==> config.mk <==
export PLATFORM = sky130hd
export DESIGN_NAME = gpf_top
export DESIGN_NICKNAME = d
export VERILOG_FILES = /design/src/verilog/gpf_pkg.sv /design/src/verilog/gpf_pin_cell.sv /design/src/verilog/gpf_top.sv
export VERILOG_INCLUDE_DIRS = /design/src /design/src/verilog
export SDC_FILE = /design/constraint.sdc
export NUM_CORES = 1
export LEC_CHECK = 0
export BUFFER_PORTS_ARGS = -buffer_cell sky130_fd_sc_hd__buf_2
export CORE_MARGIN = 2
export CORE_UTILIZATION = 60
export CTS_BUF_LIST = sky130_fd_sc_hd__clkbuf_4
export CTS_CLUSTER_SIZE = 20
export DETAILED_ROUTE_END_ITERATION = 8
export PLACE_DENSITY = 0.88
export SLEW_MARGIN = 20
export SYNTH_ARGS = -nofsm -noshare
export SYNTH_HDL_FRONTEND = slang
export SYNTH_SLANG_ARGS = --single-unit
==> constraint.sdc <==
create_clock -name mclk -period 10.4 [get_ports mclk]
set_input_delay 0.52 -clock mclk [delete_from_list [all_inputs] [get_ports mclk]]
set_output_delay 0.52 -clock mclk [all_outputs]
set_load 0.03 [all_outputs]
==> src/verilog/gpf_defines.svh <==
// Constants for the pin function select block: offsets, fields, timing
// -----------------------------------------------------------------------
// Summary of operation
// After reset pins 3 to 7 are inputs until configured otherwise.
// Pins 3 to 7 select plain input, plain output, LED flash or ID strap.
// Outputs on pins 3 to 7 choose push-pull, open-drain or open-collector.
// Pins 8 to 10 may raise a management event or bus alert.
// Pins 8 to 10 offer only plain input and plain output.
// Pin 11 resets as input and as input may raise interrupts.
// Pin 12 resets as input; interrupt input, output, or select bit 0.
// Select code 00 none, 01 bus one, 10 bus two, 11 bus three.
// Select code bit 1 is driven on pin 13 in select mode.
// An input pin keeps its driver off, presenting high impedance.
// -----------------------------------------------------------------------
`ifndef GPF_DEFINES_SVH
`define GPF_DEFINES_SVH

// Pin ranges
`define GPF_PIN_LO       3
`define GPF_PIN_HI       13
`define GPF_FLASH_HI     7
`define GPF_IRQ_LO       8
`define GPF_SEL0_PIN     12
`define GPF_NFLASH       5
`define GPF_NIRQ         6

// Register byte offsets
`define GPF_OFS_FUNC     8'h00
`define GPF_OFS_DRIVE    8'h04
`define GPF_OFS_DIR      8'h08
`define GPF_OFS_OUT      8'h0c
`define GPF_OFS_IN       8'h10
`define GPF_OFS_INTCFG   8'h14
`define GPF_OFS_STATUS   8'h18
`define GPF_OFS_MASK     8'h1c
`define GPF_OFS_BUSSEL   8'h20
`define GPF_OFS_LED      8'h24
`define GPF_OFS_ID       8'h28

// Field positions
`define GPF_POL_LSB      8
`define GPF_ROUTE_LSB    16
`define GPF_SELEN_BIT    8

// Timing
`define GPF_CLK_PERIOD_NS    5
`define GPF_FLASH_PERIOD_NS  500000000
`define GPF_ID_SETTLE        2'h3

`endif

==> src/verilog/gpf_pkg.sv <==
// Types shared by the pin function select block
`default_nettype none
package gpf_pkg;

   // Function of pins 3 to 7
   typedef enum logic [1:0] {
      GPF_FN_INPUT  = 2'h0,
      GPF_FN_OUTPUT = 2'h1,
      GPF_FN_FLASH  = 2'h2,
      GPF_FN_STRAP  = 2'h3
   } gpf_func_type;

   // Output driver style
   typedef enum logic [1:0] {
      GPF_DRV_PUSH  = 2'h0,
      GPF_DRV_DRAIN = 2'h1,
      GPF_DRV_COLL  = 2'h2
   } gpf_drive_type;

   // Per-pin driver request
   typedef struct packed {
      logic          oe;
      logic          data;
      gpf_drive_type drive;
   } gpf_pin_cfg_type;

endpackage
`default_nettype wire

==> src/verilog/gpf_pin_cell.sv <==
// One pad driver: turns a driver request into registered out and enable
`default_nettype none
module gpf_pin_cell (
   input  wire logic                     mclk,
   input  wire logic                     rst,
   input  wire gpf_pkg::gpf_pin_cfg_type cfg,
   output logic                          pad_out,
   output logic                          pad_oe_n
);

   // Driver style decode; enable low while the pad is driven
   always_ff @(posedge mclk or posedge rst) begin
      if (rst) begin
         pad_out  <= 1'h0;
         pad_oe_n <= 1'h1;
      end else if (!cfg.oe) begin
         pad_out  <= 1'h0;
         pad_oe_n <= 1'h1;
      end else begin
         unique case (cfg.drive)
            gpf_pkg::GPF_DRV_DRAIN: begin
               pad_out  <= 1'h0;                    // Pull low on 0 only
               pad_oe_n <= cfg.data;
            end
            gpf_pkg::GPF_DRV_COLL: begin
               pad_out  <= 1'h0;                    // Sink on 1, inverting
               pad_oe_n <= ~cfg.data;
            end
            default: begin
               pad_out  <= cfg.data;
               pad_oe_n <= 1'h0;
            end
         endcase
      end
   end
endmodule // gpf_pin_cell
`default_nettype wire

==> src/verilog/gpf_top.sv <==
// Pin function select for pins 3 to 13 with APB registers and interrupts
//
// The implementer's own choices: the register offsets and the APB slave port.
`include "gpf_defines.svh"
`default_nettype none
module gpf_top #(
   parameter int unsigned FLASH_CYCLES =
      `GPF_FLASH_PERIOD_NS / `GPF_CLK_PERIOD_NS
) (
   input  wire logic                            mclk,
   input  wire logic                            rst,
   input  wire logic [7:0]                      paddr,
   input  wire logic                            psel,
   input  wire logic                            penable,
   input  wire logic                            pwrite,
   input  wire logic [31:0]                     pwdata,
   output logic      [31:0]                     prdata,
   output logic                                 pready,
   output logic                                 pslverr,
   input  wire logic [`GPF_PIN_HI:`GPF_PIN_LO]  gpio_in,
   output logic      [`GPF_PIN_HI:`GPF_PIN_LO]  gpio_out,
   output logic      [`GPF_PIN_HI:`GPF_PIN_LO]  gpio_oe_n,
   output logic                                 system_mgmt_event,
   output logic                                 bus_alert_n,
   output logic                                 irq,
   output logic      [2:0]                      sec_bus_en
);

   localparam int NPIN = `GPF_PIN_HI - `GPF_PIN_LO + 1;

   initial begin
      if (FLASH_CYCLES < 10)
         $error("FLASH_CYCLES must be at least 10");
   end

   // -----------------------------------------------------------------
   // Storage
   // -----------------------------------------------------------------
   logic [NPIN-1:0]                             gpio_meta_reg;
   logic [NPIN-1:0]                             gpio_sync_reg;
   logic [NPIN-1:0]                             gpio_prev_reg;
   gpf_pkg::gpf_func_type  [`GPF_NFLASH-1:0]    func_reg;
   gpf_pkg::gpf_drive_type [`GPF_NFLASH-1:0]    drive_reg;
   logic [`GPF_NIRQ-1:0]                        dir_reg;
   logic [NPIN-1:0]                             out_reg;
   logic [`GPF_NIRQ-1:0]                        int_en_reg;
   logic [`GPF_NIRQ-1:0]                        int_pol_reg;
   logic [`GPF_NIRQ-1:0]                        int_route_reg;
   logic [`GPF_NIRQ-1:0]                        status_reg;
   logic [`GPF_NIRQ-1:0]                        status_next;
   logic [`GPF_NIRQ-1:0]                        mask_reg;
   logic [1:0]                                  code_reg;
   logic                                        sel_en_reg;
   logic                                        duty_reg;
   logic [`GPF_NFLASH-1:0]                      id_reg;
   logic [1:0]                                  id_cnt_reg;
   logic [31:0]                                 flash_cnt_reg;
   logic                                        flash_on_reg;
   logic [31:0]                                 rdata_next;
   logic                                        hit_next;
   logic [NPIN-1:0]                             pin_oe;
   logic [`GPF_NIRQ-1:0]                        event_hit;
   gpf_pkg::gpf_pin_cfg_type [NPIN-1:0]         pin_cfg;

   wire logic setup  = psel & ~penable;
   wire logic access = psel & penable & pready;
   wire logic wr     = access & pwrite;
   wire logic rd_st  = access & ~pwrite & (paddr == `GPF_OFS_STATUS);

   // -----------------------------------------------------------------
   // Pin input synchroniser
   // -----------------------------------------------------------------
   // Two stages, then one more for edge detection
   always_ff @(posedge mclk or posedge rst) begin
      if (rst) begin
         gpio_meta_reg <= '0;
         gpio_sync_reg <= '0;
         gpio_prev_reg <= '0;
      end else begin
         gpio_meta_reg <= gpio_in;
         gpio_sync_reg <= gpio_meta_reg;
         gpio_prev_reg <= gpio_sync_reg;
      end
   end

   // -----------------------------------------------------------------
   // APB slave
   // -----------------------------------------------------------------
   // Read mux, sampled in the setup cycle
   always_comb begin
      rdata_next = 32'h0000_0000;
      hit_next   = 1'h1;
      unique case (paddr)
         `GPF_OFS_FUNC:   rdata_next[9:0] = func_reg;
         `GPF_OFS_DRIVE:  rdata_next[9:0] = drive_reg;
         `GPF_OFS_DIR:    rdata_next[`GPF_NIRQ-1:0] = dir_reg;
         `GPF_OFS_OUT:    rdata_next[NPIN-1:0] = out_reg;
         `GPF_OFS_IN:     rdata_next[NPIN-1:0] = gpio_sync_reg;
         `GPF_OFS_INTCFG: begin
            rdata_next[`GPF_NIRQ-1:0] = int_en_reg;
            rdata_next[`GPF_POL_LSB +: `GPF_NIRQ] = int_pol_reg;
            rdata_next[`GPF_ROUTE_LSB +: `GPF_NIRQ] = int_route_reg;
         end
         `GPF_OFS_STATUS: rdata_next[`GPF_NIRQ-1:0] = status_reg;
         `GPF_OFS_MASK:   rdata_next[`GPF_NIRQ-1:0] = mask_reg;
         `GPF_OFS_BUSSEL: begin
            rdata_next[1:0] = code_reg;
            rdata_next[`GPF_SELEN_BIT] = sel_en_reg;
         end
         `GPF_OFS_LED:    rdata_next[0] = duty_reg;
         `GPF_OFS_ID:     rdata_next[`GPF_NFLASH-1:0] = id_reg;
         default:         hit_next = 1'h0;
      endcase
   end

   // Answer one cycle after setup: first access cycle has pready high
   always_ff @(posedge mclk or posedge rst) begin
      if (rst) begin
         pready  <= 1'h0;
         prdata  <= 32'h0000_0000;
         pslverr <= 1'h0;
      end else begin
         pready  <= setup;
         prdata  <= setup ? rdata_next : prdata;
         pslverr <= setup & ~hit_next;
      end
   end

   // Configuration writes take effect at the access edge
   always_ff @(posedge mclk or posedge rst) begin
      if (rst) begin
         func_reg      <= type(func_reg)'(
            {`GPF_NFLASH{gpf_pkg::GPF_FN_INPUT}});
         drive_reg     <= type(drive_reg)'(
            {`GPF_NFLASH{gpf_pkg::GPF_DRV_PUSH}});
         dir_reg       <= '0;
         out_reg       <= '0;
         int_en_reg    <= '0;
         int_pol_reg   <= '0;
         int_route_reg <= '0;
         mask_reg      <= '0;
         code_reg      <= 2'h0;
         sel_en_reg    <= 1'h0;
         duty_reg      <= 1'h0;
      end else if (wr) begin
         unique case (paddr)
            `GPF_OFS_FUNC:
               func_reg  <= type(func_reg)'(pwdata[9:0]);
            `GPF_OFS_DRIVE:
               drive_reg <= type(drive_reg)'(pwdata[9:0]);
            `GPF_OFS_DIR:   dir_reg   <= pwdata[`GPF_NIRQ-1:0];
            `GPF_OFS_OUT:   out_reg   <= pwdata[NPIN-1:0];
            `GPF_OFS_INTCFG: begin
               int_en_reg    <= pwdata[`GPF_NIRQ-1:0];
               int_pol_reg   <= pwdata[`GPF_POL_LSB +: `GPF_NIRQ];
               int_route_reg <= pwdata[`GPF_ROUTE_LSB +: `GPF_NIRQ];
            end
            `GPF_OFS_MASK:  mask_reg  <= pwdata[`GPF_NIRQ-1:0];
            `GPF_OFS_BUSSEL: begin
               code_reg   <= pwdata[1:0];
               sel_en_reg <= pwdata[`GPF_SELEN_BIT];
            end
            `GPF_OFS_LED:   duty_reg  <= pwdata[0];
            default: ;
         endcase
      end
   end

   // -----------------------------------------------------------------
   // Strap capture and flash timing
   // -----------------------------------------------------------------
   // Strap levels latched once the synchroniser has settled
   always_ff @(posedge mclk or posedge rst) begin
      if (rst) begin
         id_cnt_reg <= 2'h0;
         id_reg     <= '0;
      end else if (id_cnt_reg != `GPF_ID_SETTLE) begin
         id_cnt_reg <= id_cnt_reg + 2'h1;
         if (id_cnt_reg + 2'h1 == `GPF_ID_SETTLE)
            id_reg <= gpio_sync_reg[`GPF_NFLASH-1:0];
      end
   end

   // Free-running flash period with 10 or 50 percent on time
   always_ff @(posedge mclk or posedge rst) begin
      if (rst) begin
         flash_cnt_reg <= 32'h0000_0000;
         flash_on_reg  <= 1'h0;
      end else begin
         if (flash_cnt_reg == FLASH_CYCLES - 1)
            flash_cnt_reg <= 32'h0000_0000;
         else
            flash_cnt_reg <= flash_cnt_reg + 32'h0000_0001;
         flash_on_reg <= flash_cnt_reg <
            (duty_reg ? 32'(FLASH_CYCLES / 2) : 32'(FLASH_CYCLES / 10));
      end
   end

   // -----------------------------------------------------------------
   // Pin drivers
   // -----------------------------------------------------------------
   genvar p;
   generate
      for (p = 0; p < NPIN; p++) begin : g_pin
         if (p + `GPF_PIN_LO <= `GPF_FLASH_HI) begin : g_full
            // Four functions and three driver styles
            always_comb begin
               pin_cfg[p].oe = (func_reg[p] == gpf_pkg::GPF_FN_OUTPUT) ||
                               (func_reg[p] == gpf_pkg::GPF_FN_FLASH);
               pin_cfg[p].data = (func_reg[p] == gpf_pkg::GPF_FN_FLASH) ?
                                 flash_on_reg : out_reg[p];
               pin_cfg[p].drive = drive_reg[p];
            end
         end else if (p + `GPF_PIN_LO < `GPF_SEL0_PIN) begin : g_plain
            // Plain input or output only
            always_comb begin
               pin_cfg[p].oe    = dir_reg[p - `GPF_NFLASH];
               pin_cfg[p].data  = out_reg[p];
               pin_cfg[p].drive = gpf_pkg::GPF_DRV_PUSH;
            end
         end else begin : g_sel
            // Select mode drives one bit of the bus code
            always_comb begin
               pin_cfg[p].oe    = sel_en_reg | dir_reg[p - `GPF_NFLASH];
               pin_cfg[p].data  = sel_en_reg ?
                  code_reg[p + `GPF_PIN_LO - `GPF_SEL0_PIN] :
                  out_reg[p];
               pin_cfg[p].drive = gpf_pkg::GPF_DRV_PUSH;
            end
         end
         assign pin_oe[p] = pin_cfg[p].oe;
         gpf_pin_cell u_cell (
            .mclk     (mclk),
            .rst      (rst),
            .cfg      (pin_cfg[p]),
            .pad_out  (gpio_out[p + `GPF_PIN_LO]),
            .pad_oe_n (gpio_oe_n[p + `GPF_PIN_LO])
         );
      end
   endgenerate

   // -----------------------------------------------------------------
   // Pin events and interrupts
   // -----------------------------------------------------------------
   // Edge of the chosen polarity on an enabled input pin
   genvar k;
   generate
      for (k = 0; k < `GPF_NIRQ; k++) begin : g_evt
         localparam int P = k + `GPF_IRQ_LO - `GPF_PIN_LO;
         assign event_hit[k] = int_en_reg[k] & ~pin_oe[P] &
            (int_pol_reg[k] ? (gpio_sync_reg[P] & ~gpio_prev_reg[P])
                            : (~gpio_sync_reg[P] & gpio_prev_reg[P]));
      end
   endgenerate

   // Sticky status; read clears what was read, a new event wins
   assign status_next = (status_reg & ~(rd_st ? prdata[`GPF_NIRQ-1:0]
                         : {`GPF_NIRQ{1'h0}})) | event_hit;

   always_ff @(posedge mclk or posedge rst) begin
      if (rst)
         status_reg <= '0;
      else
         status_reg <= status_next;
   end

   // Unmasked status routed to event, alert and irq outputs
   always_ff @(posedge mclk or posedge rst) begin
      if (rst) begin
         irq               <= 1'h0;
         system_mgmt_event <= 1'h0;
         bus_alert_n       <= 1'h1;
      end else begin
         irq               <= |(status_reg & mask_reg);
         system_mgmt_event <= |(status_reg & mask_reg & ~int_route_reg);
         bus_alert_n       <= ~|(status_reg & mask_reg & int_route_reg);
      end
   end

   // Secondary bus one-hot select
   always_ff @(posedge mclk or posedge rst) begin
      if (rst)
         sec_bus_en <= 3'h0;
      else if (!sel_en_reg)
         sec_bus_en <= 3'h0;
      else
         unique case (code_reg)
            2'h1:    sec_bus_en <= 3'h1;
            2'h2:    sec_bus_en <= 3'h2;
            2'h3:    sec_bus_en <= 3'h4;
            default: sec_bus_en <= 3'h0;
         endcase
   end
endmodule // gpf_top
`default_nettype wire

# Word-level counts from Yosys, hierarchy flattened
# Index checks and enable logic that the tools add are counted.
# word_totals
regBits	194
in_bits	56
out_inout_bits	62
word_cells	247
# op_classes
add_sub_neg	2
magnitude_cmp	1
n_eq_ne	36
mux	61
n_bitwise	66
n_reduce_logical	25
# op_table
cell	n
$mux W1	41
$add A32 B1 Y32 const B	1
$eq A32 B27 Y1 const B	1
$eq A8 B5 Y1 const B	4
$lt A32 B26 Y1	1
$mux W32	1
$and A1 B1 Y1	31
$pmux W3 S9	1
$eq A2 B2 Y1 const B	13
$mux W26	1
$not A1 Y1	26
$and A6 B6 Y6	4
$eq A8 B6 Y1 const B	3
$eq A2 B1 Y1 const B	11
$reduce_and A2 Y1	9
$reduce_or A6 Y1	3
$eq A8 B4 Y1 const B	2
$mux W6	2
$not A6 Y6	2
$pmux W1 S11	1
$reduce_or A11 Y1	1
$pmux W1 S10	1
$pmux W1 S2	5
$reduce_or A2 Y1	5
other kinds (15)	21

# Depth between registers and ports, before layout
# logic_depth
depth_word	8
depth_mapped	7
mapped_depth_nobuf	7

# Cells and area by module
# Synthesis repeated with hierarchy kept, for this count alone.
# hier_totals
hier_cells	813
hier_area_um2	9165.0
# by_module_without_submodules
mod	instances	cells_per_inst	area_per_inst_um2	seq_area_each_um2
gpf_top	1	703	7967.6	4180.3
gpf_pin_cell	11	10	108.9	51.3

# Least setup slack after synthesis
# OpenSTA, ideal clock, no wires.
# synth_path
kind	input -> register
start	input port paddr[3]
end	register int_pol_reg[0]
setup_time_ns	0.125
arrival_time_ns	1.916
required_ns	10.275
setup_slack_ns	8.360
cell_stages	6
n_path_buf	2
cell_sequence	buf_2 nor2b_1 nand2_1 nor3_4 buf_6 mux2_2
# synth_via
elab_chain_cells	2
# synth_rtl
element	line	text
start, declared	gpf_top.sv:12	input wire logic [7:0] paddr,
$eq A8 B5 Y1	gpf_top.sv:146	unique case (paddr)
$reduce_and A2 Y1 (no source line)	n/a	
end signal, assigned	gpf_top.sv:155	int_pol_reg <= pwdata[`GPF_POL_LSB +: `GPF_NIRQ];
end, declared	gpf_top.sv:47	logic [`GPF_NIRQ-1:0] int_pol_reg;
# Every way passes these cells.
# A chain may end at the register's enable or synchronous reset.

# Final worst setup path
# layout_path
start	input port paddr[2]
end	register int_route_reg[0]
# layout_via
elab_chain_cells	2
# layout_rtl
element	line	text
$eq A8 B5 Y1	gpf_top.sv:146	
$reduce_and A2 Y1 (no source line)	n/a	
end signal, assigned	gpf_top.sv:156	int_route_reg <= pwdata[`GPF_ROUTE_LSB +: `GPF_NIRQ];
end, declared	gpf_top.sv:48	logic [`GPF_NIRQ-1:0] int_route_reg;
# Every way passes these cells.

==> results.py <==
metrics = {
    "synthesis": {
        "yosys_warnings": 0,
        "yosys-top-cells-count": "dfrtp_1 (177), nand2_1 (73), mux2_2 (59)",
        "ys_async_sr_fraction": 1.00,
        "synth_edf_count": 0,
        "ys_types": 65,
        "yosysSeqAreaShare": 0.545,
        "synthFlopType": "dfrtp_1",
        "synthesis.area_per_instance_um2": 11.5,
        "netlist.area_leader.share": 0.509,
        "netlist_area_mm2": 0.00870,
        "ys_ff_latch": 189,
        "syn_inst": 757,
        "synth.area.top_cells": "dfrtp_1 (51%), mux2_2 (7.6%), ha_1 (3.7%)",
        "synth.most_common_cell": "dfrtp_1",
        "yosysTopAreaCell": "dfrtp_1",
    },
    "cts": {
        "cts_sinks": 189,
        "clock_latency_ps": 590,
        "post_cts_resized": 0,
        "clkSlewWorstSetupHoldPaths_ps": 160,
        "cts_buffer_depth": 2,
        "tritoncts": "yes",
        "numCtsBuffers": 17,
        "h-tree-depth": 4,
        "cts_root_buffer": "clkbuf_4",
    },
    "die": {
        "die_area_mm2": 0.0155,
        "rows": 44,
        "die_h_um": 124,
        "initial_core_util": 0.605,
        "core_mm2": 0.0144,
        "ioPinCount": 118,
        "die_w_um": 124,
    },
    "worst_setup_path": {
        "cp_max_fo": 23,
        "endpoint_kind": "flop",
        "crit_arrival_ps": 3110,
        "worst-setup-path-type": "in -> reg",
        "cp.required_ps": 10910,
        "start_kind": "input port",
    },
    "global_route": {
        "overflow": 0,
        "antenna_found_initial": 2,
        "track_usage": 0.262,
        "grt_pass1_wl_mm": 31.7,
        "grt_pass1_vias": 6176,
        "grt_max_degree": 116,
    },
    "timing": {
        "period_share": 0.250,
        "finalSetupTns_ps": 0,
        "finClkSkew_ps": 18.5,
        "worst_slew_pin_slew_ps": 1050,
        "slew_headroom": 0.295,
        "finalSetupViolations": 0,
        "hold_violations": 0,
        "fin_ws_ps": 7800,
        "final.min_clock_period_ps": 2600,
        "drv_slew": 0,
        "timing.fmax_mhz": 384,
        "rsz0062_at_grt": "false",
    },
    "detailed_routing": {
        "first_pass_iters": 6,
        "routedWlPerCell_um": 19.0,
        "viasPerCell": 6.01,
        "drc_errors": 0,
        "drt_iter0_markers": 596,
        "route.vias.total": 6216,
        "routed_wl_mm": 19.6,
        "drtAntennaViolNets": 0,
    },
    "placement": {
        "gp_congestion": 0.932,
        "post-dp-hpwl_mm": 14.2,
        "io_buffer_count": 93,
        "place_ws_ps": 7300,
    },
    "power": {
        "p_per_area_mw_per_mm2": 129,
        "power_leakage_nw": 4.63,
        "ir_drop_uv": 84.8,
    },
    "layout": {
        "drive_above_1_share": 0.258,
        "fillers": 1081,
        "nNetsFinal": 919,
        "area.growth.synth_to_final_pct": 9.23,
        "final_util": 0.661,
        "largest_register_ffs": 32,
    },
    "job": {
        "drv_cap": 0,
    },
    "hold_path": {
        "min_path_type": "in -> async",
    },
    "outcome": {
        "status": "finished clean",
    },
}
[cell families (layout without fill, tap and decap cells)]
kind of cell	Yosys count	after routing	synth area share
other	1	13	0.000431
AO/OA/AOI/OAI	117	117	0.0916
adder cells (fa/ha/maj)	26	26	0.0374
buffers and inverters	83	165	0.0531
multiplexers	79	79	0.104
AND/OR/NAND/NOR	235	235	0.141
XOR/XNOR	27	27	0.0272
flip-flops	189	189	0.545
[area by class of cell]
| cell class | count | area (µm²) | share of cell area |
|---|---|---|---|
| Sequential cell | 189 | 4740 | 0.499 |
| Multi-Input combinational cell | 496 | 3540 | 0.372 |
| Timing Repair Buffer | 107 | 598 | 0.0629 |
| Tap cell | 184 | 230 | 0.0242 |
| Clock inverter | 15 | 155 | 0.0163 |
| Clock buffer | 17 | 128 | 0.0134 |
| Inverter | 26 | 105 | 0.0111 |
| Antenna cell | 1 | 2.50 | 0.000263 |
[worst max-delay path: stages]
cell	delay (ps)
buf_2	470
nor2b_1	410
nand2_1	350
nor3_4	900
mux2_2	430
[layer usage]
| metal | vias to the layer above | wire (µm) | global-route usage |
|---|---|---|---|
| met1 | 3001 | 7700 | 0.336 |
| li1 | 2819 | - | - |
| met4 | 2 | 842 | 0.134 |
| met2 | 320 | 9400 | 0.413 |
| met5 | - | 7 | 0 |
| met3 | 74 | 1670 | 0.0683 |
[repair_timing]
item	CTS	global route
hold buffers	11	0
setup buffers	0	0
hold endpoints to repair	11	0
[per-stage QoR]
step | power [mW] | instances | instance area (µm²) | hold WS [ps]
2_1_floorplan | 0.817 | 768 | 8740 | 331
3_3_place_gp | 0.841 | 991 | 9110 | 332
3_5_place_dp | 0.843 | 991 | 9110 | 335
4_1_cts | 1.24 | 1034 | 9500 | 42.5
5_1_grt | 1.28 | 1035 | 9500 | 66.4
6_report | 1.23 | 1035 | 9500 | 41.7
[report_power, final]
part / internal (mW) / switching [mW]
clock network: 0.128 / 0.265
logic: 0.0231 / 0.0556
registers: 0.746 / 0.00849
total: 0.897 / 0.329
[cell usage in the layout, fill, tap and decap left out, drive strengths merged, types with 14 or more instances in the layout]
| cell type | instances |
|---|---|
| nor3 | 14 |
| nand2 | 74 |
| nand3 | 33 |
| dfrtp | 177 |
| clkbuf | 17 |
| mux2 | 59 |
| ha | 26 |
| buf | 96 |
| mux2i | 17 |
| o21ai | 44 |
| inv | 32 |
| xnor2 | 14 |
| nor2 | 42 |
[path summary, 6_finish.rpt]
path	start	endpoint	slack [ps]	cells past startpoint
setup / recovery	paddr[2]	int_route_reg[0]	7800	5
hold / removal	rst	gpio_meta_reg[2]	40	2
setup reg to reg	flash_cnt_reg[27]	flash_cnt_reg[5]	7960	5
hold reg to reg	gpio_meta_reg[5]	gpio_sync_reg[5]	360	0
max in group asynchronous	rst	func_reg[8]	8920	3
min in group mclk	pwdata[13]	int_pol_reg[5]	140	2
Note: power is estimated with default switching activity, not from simulation.
